<file path="config.mk">
export PLATFORM = sky130hd
export DESIGN_NAME = pnvbm_host
export DESIGN_NICKNAME = d
export VERILOG_FILES = /design/src/shared/pnvbm_pkg.sv /design/src/rtl/pnvbm_host.sv
export SDC_FILE = /design/constraint.sdc
export NUM_CORES = 1
export LEC_CHECK = 0
export BUFFER_PORTS_ARGS = -buffer_cell sky130_fd_sc_hd__buf_2
export CORE_MARGIN = 1
export CORE_UTILIZATION = 45
export DETAILED_ROUTE_END_ITERATION = 16
export PLACE_DENSITY = 0.76
export SYNTH_ARGS = -nofsm -noshare
export SYNTH_HDL_FRONTEND = slang
export SYNTH_SLANG_ARGS = --single-unit
</file>
<file path="constraint.sdc">
create_clock -name ref_clk -period 3.6 [get_ports ref_clk]
set_input_delay 1.08 -clock ref_clk [delete_from_list [all_inputs] [get_ports ref_clk]]
set_output_delay 1.08 -clock ref_clk [all_outputs]
set_load 0.02 [all_outputs]
</file>
<file path="src/shared/pnvbm_pkg.sv">
// Functional notes
// - Host gives one write strobe low pulse per byte written.
// - New random-row access allowed while selected, at most one per cycle time.
// - In select-ended write, host holds data valid at deselect.
// - Host meets access time before ending a write.
// - Page read: host changes only column bits; new byte driven without toggle.
// - Page write: each extra strobe with new column writes same row.
// - Host keeps deselected select inactive at least minimum precharge time.
// - With selects tied active, host keeps write strobe high at power cycles.
package pnvbm_pkg;
  localparam int ADDR_W = 17;
  localparam int DATA_W = 8;
  localparam int COL_W = 3;
  localparam int ROW_W = 14;
  localparam int CLK_PERIOD_PS = 5000;
  // Timing figures in ns
  localparam int ADDRESS_ACCESS_TIME_NS = 90;
  localparam int RANDOM_CYCLE_TIME_NS = 90;
  localparam int RANDOM_WRITE_CYCLE_TIME_NS = 90;
  localparam int MIN_PRECHARGE_TIME_NS = 30;
  localparam int PAGE_ACCESS_TIME_NS = 30;
  localparam int OUT_RELEASE_TIME_NS = 10;
  // Cycle counts: least times round up
  localparam int T_AA_CYC = (ADDRESS_ACCESS_TIME_NS * 1000 + CLK_PERIOD_PS - 1) / CLK_PERIOD_PS;
  localparam int T_RC_CYC = (RANDOM_CYCLE_TIME_NS * 1000 + CLK_PERIOD_PS - 1) / CLK_PERIOD_PS;
  localparam int T_WC_CYC = (RANDOM_WRITE_CYCLE_TIME_NS * 1000 + CLK_PERIOD_PS - 1) / CLK_PERIOD_PS;
  localparam int T_PC_CYC = (MIN_PRECHARGE_TIME_NS * 1000 + CLK_PERIOD_PS - 1) / CLK_PERIOD_PS;
  localparam int T_AAP_CYC = (PAGE_ACCESS_TIME_NS * 1000 + CLK_PERIOD_PS - 1) / CLK_PERIOD_PS;
  localparam int T_HZ_CYC = (OUT_RELEASE_TIME_NS * 1000 + CLK_PERIOD_PS - 1) / CLK_PERIOD_PS;
  localparam int CNT_W = 6;
  localparam logic [CNT_W-1:0] CNT_ONE = 6'h01;

  typedef enum logic [2:0] {
    PNVBM_IDLE, PNVBM_SETUP, PNVBM_ACCESS, PNVBM_STROBE, PNVBM_WRHOLD, PNVBM_RELEASE, PNVBM_PRECHARGE
  } pnvbm_state_type;

  // User request
  typedef struct packed {
    logic write;
    logic [ADDR_W-1:0] addr;
    logic [DATA_W-1:0] wdata;
  } pnvbm_req_type;

  // Pins driven toward the memory
  typedef struct packed {
    logic select_low_active_n;
    logic select_high_active;
    logic write_strobe_n;
    logic output_gate_n;
    logic [ADDR_W-1:0] addr;
    logic [DATA_W-1:0] dq_out;
    logic dq_oe;
  } pnvbm_pins_type;
endpackage : pnvbm_pkg

</file>
<file path="src/rtl/pnvbm_host.sv">
module pnvbm_host (
  input wire logic ref_clk,
  input wire logic rst,
  input wire logic req_valid,
  input wire pnvbm_pkg::pnvbm_req_type req,
  input wire logic hold_open,
  output logic req_ready,
  output logic rsp_valid,
  output logic [pnvbm_pkg::DATA_W-1:0] rsp_data,
  output pnvbm_pkg::pnvbm_pins_type pins,
  input wire logic [pnvbm_pkg::DATA_W-1:0] dq_in
);
  import pnvbm_pkg::*;

  // Whole state of the controller in one record
  typedef struct packed {
    pnvbm_state_type st;
    logic [CNT_W-1:0] cnt;
    logic [CNT_W-1:0] cyc;
    logic open;
    logic pend;
    logic wr;
    logic req_ready;
    logic rsp_valid;
    logic [DATA_W-1:0] rsp_data;
    pnvbm_pins_type pins;
    logic [DATA_W-1:0] dq_s1;
    logic [DATA_W-1:0] dq_s2;
  } pnvbm_regs_type;

  // Present and next state
  pnvbm_regs_type s_reg;
  pnvbm_regs_type s_next;
  logic [ROW_W-1:0] req_row;
  logic [ROW_W-1:0] cur_row;
  logic same_row;
  logic take;
  logic close_now;

  // Power-on values: memory deselected, strobe and gate high, bus released
  localparam pnvbm_regs_type S_RESET = '{
    st: PNVBM_IDLE,
    cnt: '0,
    cyc: '0,
    open: 1'b0,
    pend: 1'b0,
    wr: 1'b0,
    req_ready: 1'b0,
    rsp_valid: 1'b0,
    rsp_data: '0,
    pins: '{
      select_low_active_n: 1'b1,
      select_high_active: 1'b0,
      write_strobe_n: 1'b1,
      output_gate_n: 1'b1,
      addr: '0,
      dq_out: '0,
      dq_oe: 1'b0
    },
    dq_s1: '0,
    dq_s2: '0
  };

  // Row part of the request and of the address on the pins
  assign req_row = req.addr[ADDR_W-1:COL_W];
  assign cur_row = s_reg.pins.addr[ADDR_W-1:COL_W];

  // Page access only when the wanted row is the one held open
  assign same_row = s_reg.open && (req_row == cur_row);

  // Request accepted only while ready is shown
  assign take = req_valid && s_reg.req_ready;

  // Idle row closed once its cycle time is over and no hold is asked
  assign close_now = s_reg.open && !hold_open && (s_reg.cyc == '0);

  // Sequencer for select, strobe, gate and data pins
  always_comb begin
    s_next = s_reg;
    // Two-stage capture of the data lines from the memory
    s_next.dq_s1 = dq_in;
    s_next.dq_s2 = s_reg.dq_s1;
    // Answer and ready pulses last one cycle unless a state renews them
    s_next.rsp_valid = 1'b0;
    s_next.req_ready = 1'b0;
    // Countdown timers stop at zero
    if (s_reg.cnt != '0) begin
      s_next.cnt = s_reg.cnt - CNT_ONE;
    end
    if (s_reg.cyc != '0) begin
      s_next.cyc = s_reg.cyc - CNT_ONE;
    end
    case (s_reg.st)
      PNVBM_IDLE: begin
        // Ready shown only while waiting here
        s_next.req_ready = 1'b1;
        if (take) begin
          s_next.req_ready = 1'b0;
          s_next.wr = req.write;
          s_next.pins.dq_out = req.wdata;
          if (same_row) begin
            // Page access in open row: only column bits change
            s_next.pins.addr = req.addr;
            s_next.cnt = CNT_W'(T_AAP_CYC);
            if (req.write) begin
              s_next.pins.output_gate_n = 1'b1; // Memory output off in the same cycle the host starts driving data
              s_next.pins.write_strobe_n = 1'b0; // One strobe per byte
              s_next.pins.dq_oe = 1'b1;
              s_next.st = PNVBM_STROBE;
            end else begin
              s_next.pins.output_gate_n = 1'b0;
              s_next.st = PNVBM_ACCESS;
            end
          end else if (s_reg.open) begin
            // Different row: deselect to precharge first
            s_next.pins.addr = req.addr; // Row address moves only while deselected
            s_next.pend = 1'b1;
            s_next.pins.select_low_active_n = 1'b1;
            s_next.pins.select_high_active = 1'b0;
            s_next.pins.output_gate_n = 1'b1;
            s_next.open = 1'b0;
            s_next.cnt = CNT_W'(T_PC_CYC);
            s_next.st = PNVBM_PRECHARGE;
          end else begin
            s_next.pins.addr = req.addr; // Address setup before select
            s_next.st = PNVBM_SETUP;
          end
        end else if (close_now) begin
          // Close row when no longer wanted; no request taken meanwhile
          s_next.req_ready = 1'b0;
          s_next.pins.select_low_active_n = 1'b1;
          s_next.pins.select_high_active = 1'b0;
          s_next.pins.output_gate_n = 1'b1;
          s_next.open = 1'b0;
          s_next.cnt = CNT_W'(T_PC_CYC);
          s_next.st = PNVBM_PRECHARGE;
        end
      end
      PNVBM_PRECHARGE: begin
        // Selects stay inactive for the whole precharge count
        if (s_reg.cnt <= CNT_ONE) begin
          if (s_reg.pend) begin
            // Row change: open the new row with the address already set
            s_next.st = PNVBM_SETUP;
          end else begin
            // Plain close: back to idle without any access
            s_next.st = PNVBM_IDLE;
          end
        end
      end
      PNVBM_SETUP: begin
        // Select edge latches the whole row; strobe held high for reads
        s_next.pins.select_low_active_n = 1'b0;
        s_next.pins.select_high_active = 1'b1;
        s_next.open = 1'b1;
        s_next.pend = 1'b0;
        s_next.cyc = CNT_W'(s_reg.wr ? T_WC_CYC : T_RC_CYC);
        s_next.cnt = CNT_W'(T_AA_CYC);
        if (s_reg.wr) begin
          s_next.pins.output_gate_n = 1'b1; // Memory output off before the host drives data
          s_next.pins.write_strobe_n = 1'b0; // Strobe-ended write; strobe falls in the same cycle as activation
          s_next.pins.dq_oe = 1'b1;
          s_next.st = PNVBM_STROBE;
        end else begin
          s_next.pins.output_gate_n = 1'b0;
          s_next.st = PNVBM_ACCESS;
        end
      end
      PNVBM_ACCESS: begin
        // Read data sampled after access time plus synchroniser delay
        if (s_reg.cnt == '0) begin
          s_next.cnt = CNT_W'(2);
          s_next.st = PNVBM_RELEASE;
        end
      end
      PNVBM_RELEASE: begin
        // Hand the settled byte to the user
        if (s_reg.cnt == '0) begin
          s_next.rsp_data = s_reg.dq_s2;
          s_next.rsp_valid = 1'b1;
          s_next.st = PNVBM_IDLE;
        end
      end
      PNVBM_STROBE: begin
        // Hold strobe until access time met, then rise to capture data
        if (s_reg.cnt == '0) begin
          s_next.pins.write_strobe_n = 1'b1;
          s_next.cnt = CNT_W'(T_HZ_CYC);
          s_next.st = PNVBM_WRHOLD;
        end
      end
      PNVBM_WRHOLD: begin
        // Data held past strobe rise; write done within the cycle
        if (s_reg.cnt == '0) begin
          s_next.pins.dq_oe = 1'b0;
          s_next.rsp_valid = 1'b1;
          s_next.st = PNVBM_IDLE;
        end
      end
      default: begin
        // Unused codes fall back to idle
        s_next.st = PNVBM_IDLE;
      end
    endcase
  end

  // State register; reset leaves memory deselected, strobe high
  always_ff @(posedge ref_clk or posedge rst) begin
    if (rst) begin
      // Whole state back to its power-on value
      s_reg <= S_RESET;
    end else begin
      s_reg <= s_next;
    end
  end

  // Outputs straight from the state register
  assign req_ready = s_reg.req_ready;
  assign rsp_valid = s_reg.rsp_valid;
  assign rsp_data = s_reg.rsp_data;
  assign pins = s_reg.pins;
endmodule : pnvbm_host

</file>
==> metrics <==
Area Overhead vs Synth 10.7%; Setup TNS Final 0 ns; static leakage 1.91 nW; H-tree depth 3; Cell variety after synth 48; # DRC 0; R2R Path Start s_reg[71]; Cells on Worst Hold Path 0; CP Capture Type flop; synth top area cells dfrtp_1 50%, mux2_2 8.6%, buf_4 8.5%, xor2_1 4.5%, mux2_4 3.4%; first-pass GRT wire length 10.8 mm; Routed WL per cell 14.1 um; Async S/R FF share, synth 100%; CP Max Fanout 7; placed instance area 0.00372 sq mm; largest area contributor in the netlist dfrtp_1; Tcrit/Tclk final 67.9%; Final #Nets 382; critical path start-end classification in -> reg; Slew headroom 31.2%; Final Max Tran Viols 0; Overflow after GRT 0; Root Driver clkbuf_8; vias in the first global route 2350; clock tree from TritonCTS yes; die height 90.5 um; drt first pass iters 7; Placer Congestion 0.866; Seq/Total Area, Yosys 52.7%; # IOs 78; row count 31; Min-Delay Endpoint s_reg[3]; initial antenna violation count 0; TritonCTS buffer count 9; Min-Delay Path Class reg -> reg; HPWL after detailed placement 4.50 mm; Fillers 651; clock buffer depth 2; GRT Util Overall 16.7%; Final Hold Vio Count 0; Hold Buf Count CTS 0; Mapped Nets 338; Core Region 0.00741 sq mm; syn_area_per_cell 12.0 sq um; Reg clk slew, reported paths 0.08 ns; TritonCTS Sinks 74; post-route ant nets 0; diode count 0; CP startpoint kind input pin; PostCTS Resize Cnt 0; #FFs+latches synth 74; Tot Pwr 3.18 mW; Cells after Synth 294; Final Cell Area 0.00390 sq mm; fmax 0.409 GHz; CP required 3.86 ns; Hold Startpoint s_next[3]; Cell Pwr Density 815 mW/mm^2; vias per cell 5.04; R2R Path End s_reg[71]; reg2reg path depth 5; die width 90.5 um; Top FF cell, synth dfrtp_1; MaxCap Viol Count 0; clock skew 0.00948 ns; port bufs 77; crit path DAT 2.70 ns; Worst Max-Slew Pin Slew 1.02 ns; largest net degree at the start of global routing 41; Initial Util 47.5%; Worst VDD drop 0.436 mV; layout cells sized above 1 41.7%; # Post-CTS Setup Buffers 0; Yosys warning total 0; final setup vio count 0; RSZ-0062 raised after global routing no; Post-synth EDFFs 0; Largest register FFs 30; top cell type's share of synthesized area 50.4%; Mapped Area 0.00352 sq mm; outcome completed; fin crit period 2.44 ns; clk_lat worst skew 0.34 ns; DRT iter0 DRCs 127; via count 2227; DIE AREA 0.00818 sq mm; Total Wirelength 6.21 mm; R2R setup slack 1.38 ns
-- cell families after synthesis --
group           synth area share [%]
fa+ha+maj                       2.13
xor+xnor                        5.22
compound gates                  6.82
flops                           52.7
buf+inv                         10.6
simple gates                    10.5
mux                             12.0
-- critical path, stage by stage --
cell       delay, ns
buf_2           0.12
xor2_1          0.15
nor4_1          0.37
nand4_1         0.36
a221oi_1        0.43
a2bb2oi_1       0.19
-- layer usage --
layer / track usage, % / wire length, um
met1: 21.2 / 2780
met2: 26.3 / 2920
met5: 0 / 0
met4: 8.74 / 139
met3: 3.87 / 375
-- synth_stat cells, drive strengths merged, types with 2 or more instances --
cell type,n
a21oi,5
a221oi,2
buf,42
clkbuf,3
dfrtp,71
dfstp,3
ha,6
inv,10
mux2,35
nand2,21
nand2b,2
nand3,4
nand4,2
nor2,21
nor3,6
nor4,6
o21a,2
o21ai,11
o31ai,3
or2,2
or3,4
xnor2,3
xor2,18
-- cells in the final DEF (no fill, tap or decap), drive strengths merged, types with 3 or more instances in the layout --
cell    Yosys  layout
clkinv      0       3
nor2       21      21
inv        10      11
or3         4       4
nand2      21      21
xnor2       3       3
dfstp       3       3
clkbuf      3      11
mux2       35      35
o21ai      11      11
ha          6       6
nand3       4       4
a21oi       5       5
nor3        6       6
xor2       18      18
o31ai       3       3
dfrtp      71      71
buf        42      78
nor4        6       6
-- report_power, final --
group          switching (mW)  leakage [nW]  total, mW  internal (mW)
Sequential              0.247         0.901       1.37           1.13
Clock                   0.304        0.0899      0.577          0.273
Combinational           0.691         0.921       1.23          0.540
Total                    1.24          1.91       3.18           1.94
-- final cells by class --
class / instances / area, sq um / area share [%]
Sequential cell: 74 / 1860 / 47.6
Multi-Input combinational cell: 165 / 1290 / 33.1
Timing Repair Buffer: 78 / 405 / 10.4
Clock buffer: 11 / 141 / 3.63
Tap cell: 99 / 124 / 3.18
Inverter: 10 / 42.5 / 1.09
Clock inverter: 5 / 38.8 / 0.995
-- worst max path at each step --
stage | start | to | slack [ns] | cells past startpoint
6_report | req[20] | pins[0] | 1.16 | 6
5_1_grt | req[20] | pins[0] | 1.08 | 6
4_1_cts | req[20] | pins[0] | 1.20 | 6
3_5_place_dp | req[20] | pins[0] | 0.84 | 6
3_3_place_gp | req[20] | pins[0] | 0.95 | 6
2_1_floorplan | rst | pins[0] | 0.64 | 1
-- through the flow --
stage / setup slack (ns) / hold WS [ns] / utilization [%] / cells
2_1_floorplan: 0.643 / 0.331 / - / 294
3_5_place_dp: 0.838 / 0.335 / 50.2 / 426
3_3_place_gp: 0.949 / 0.331 / 50.2 / 426
6_report: 1.16 / 0.352 / 52.6 / 442
4_1_cts: 1.20 / 0.354 / 52.6 / 442
5_1_grt: 1.08 / 0.359 / 52.6 / 442
Note: power is estimated with default switching activity, not from simulation.
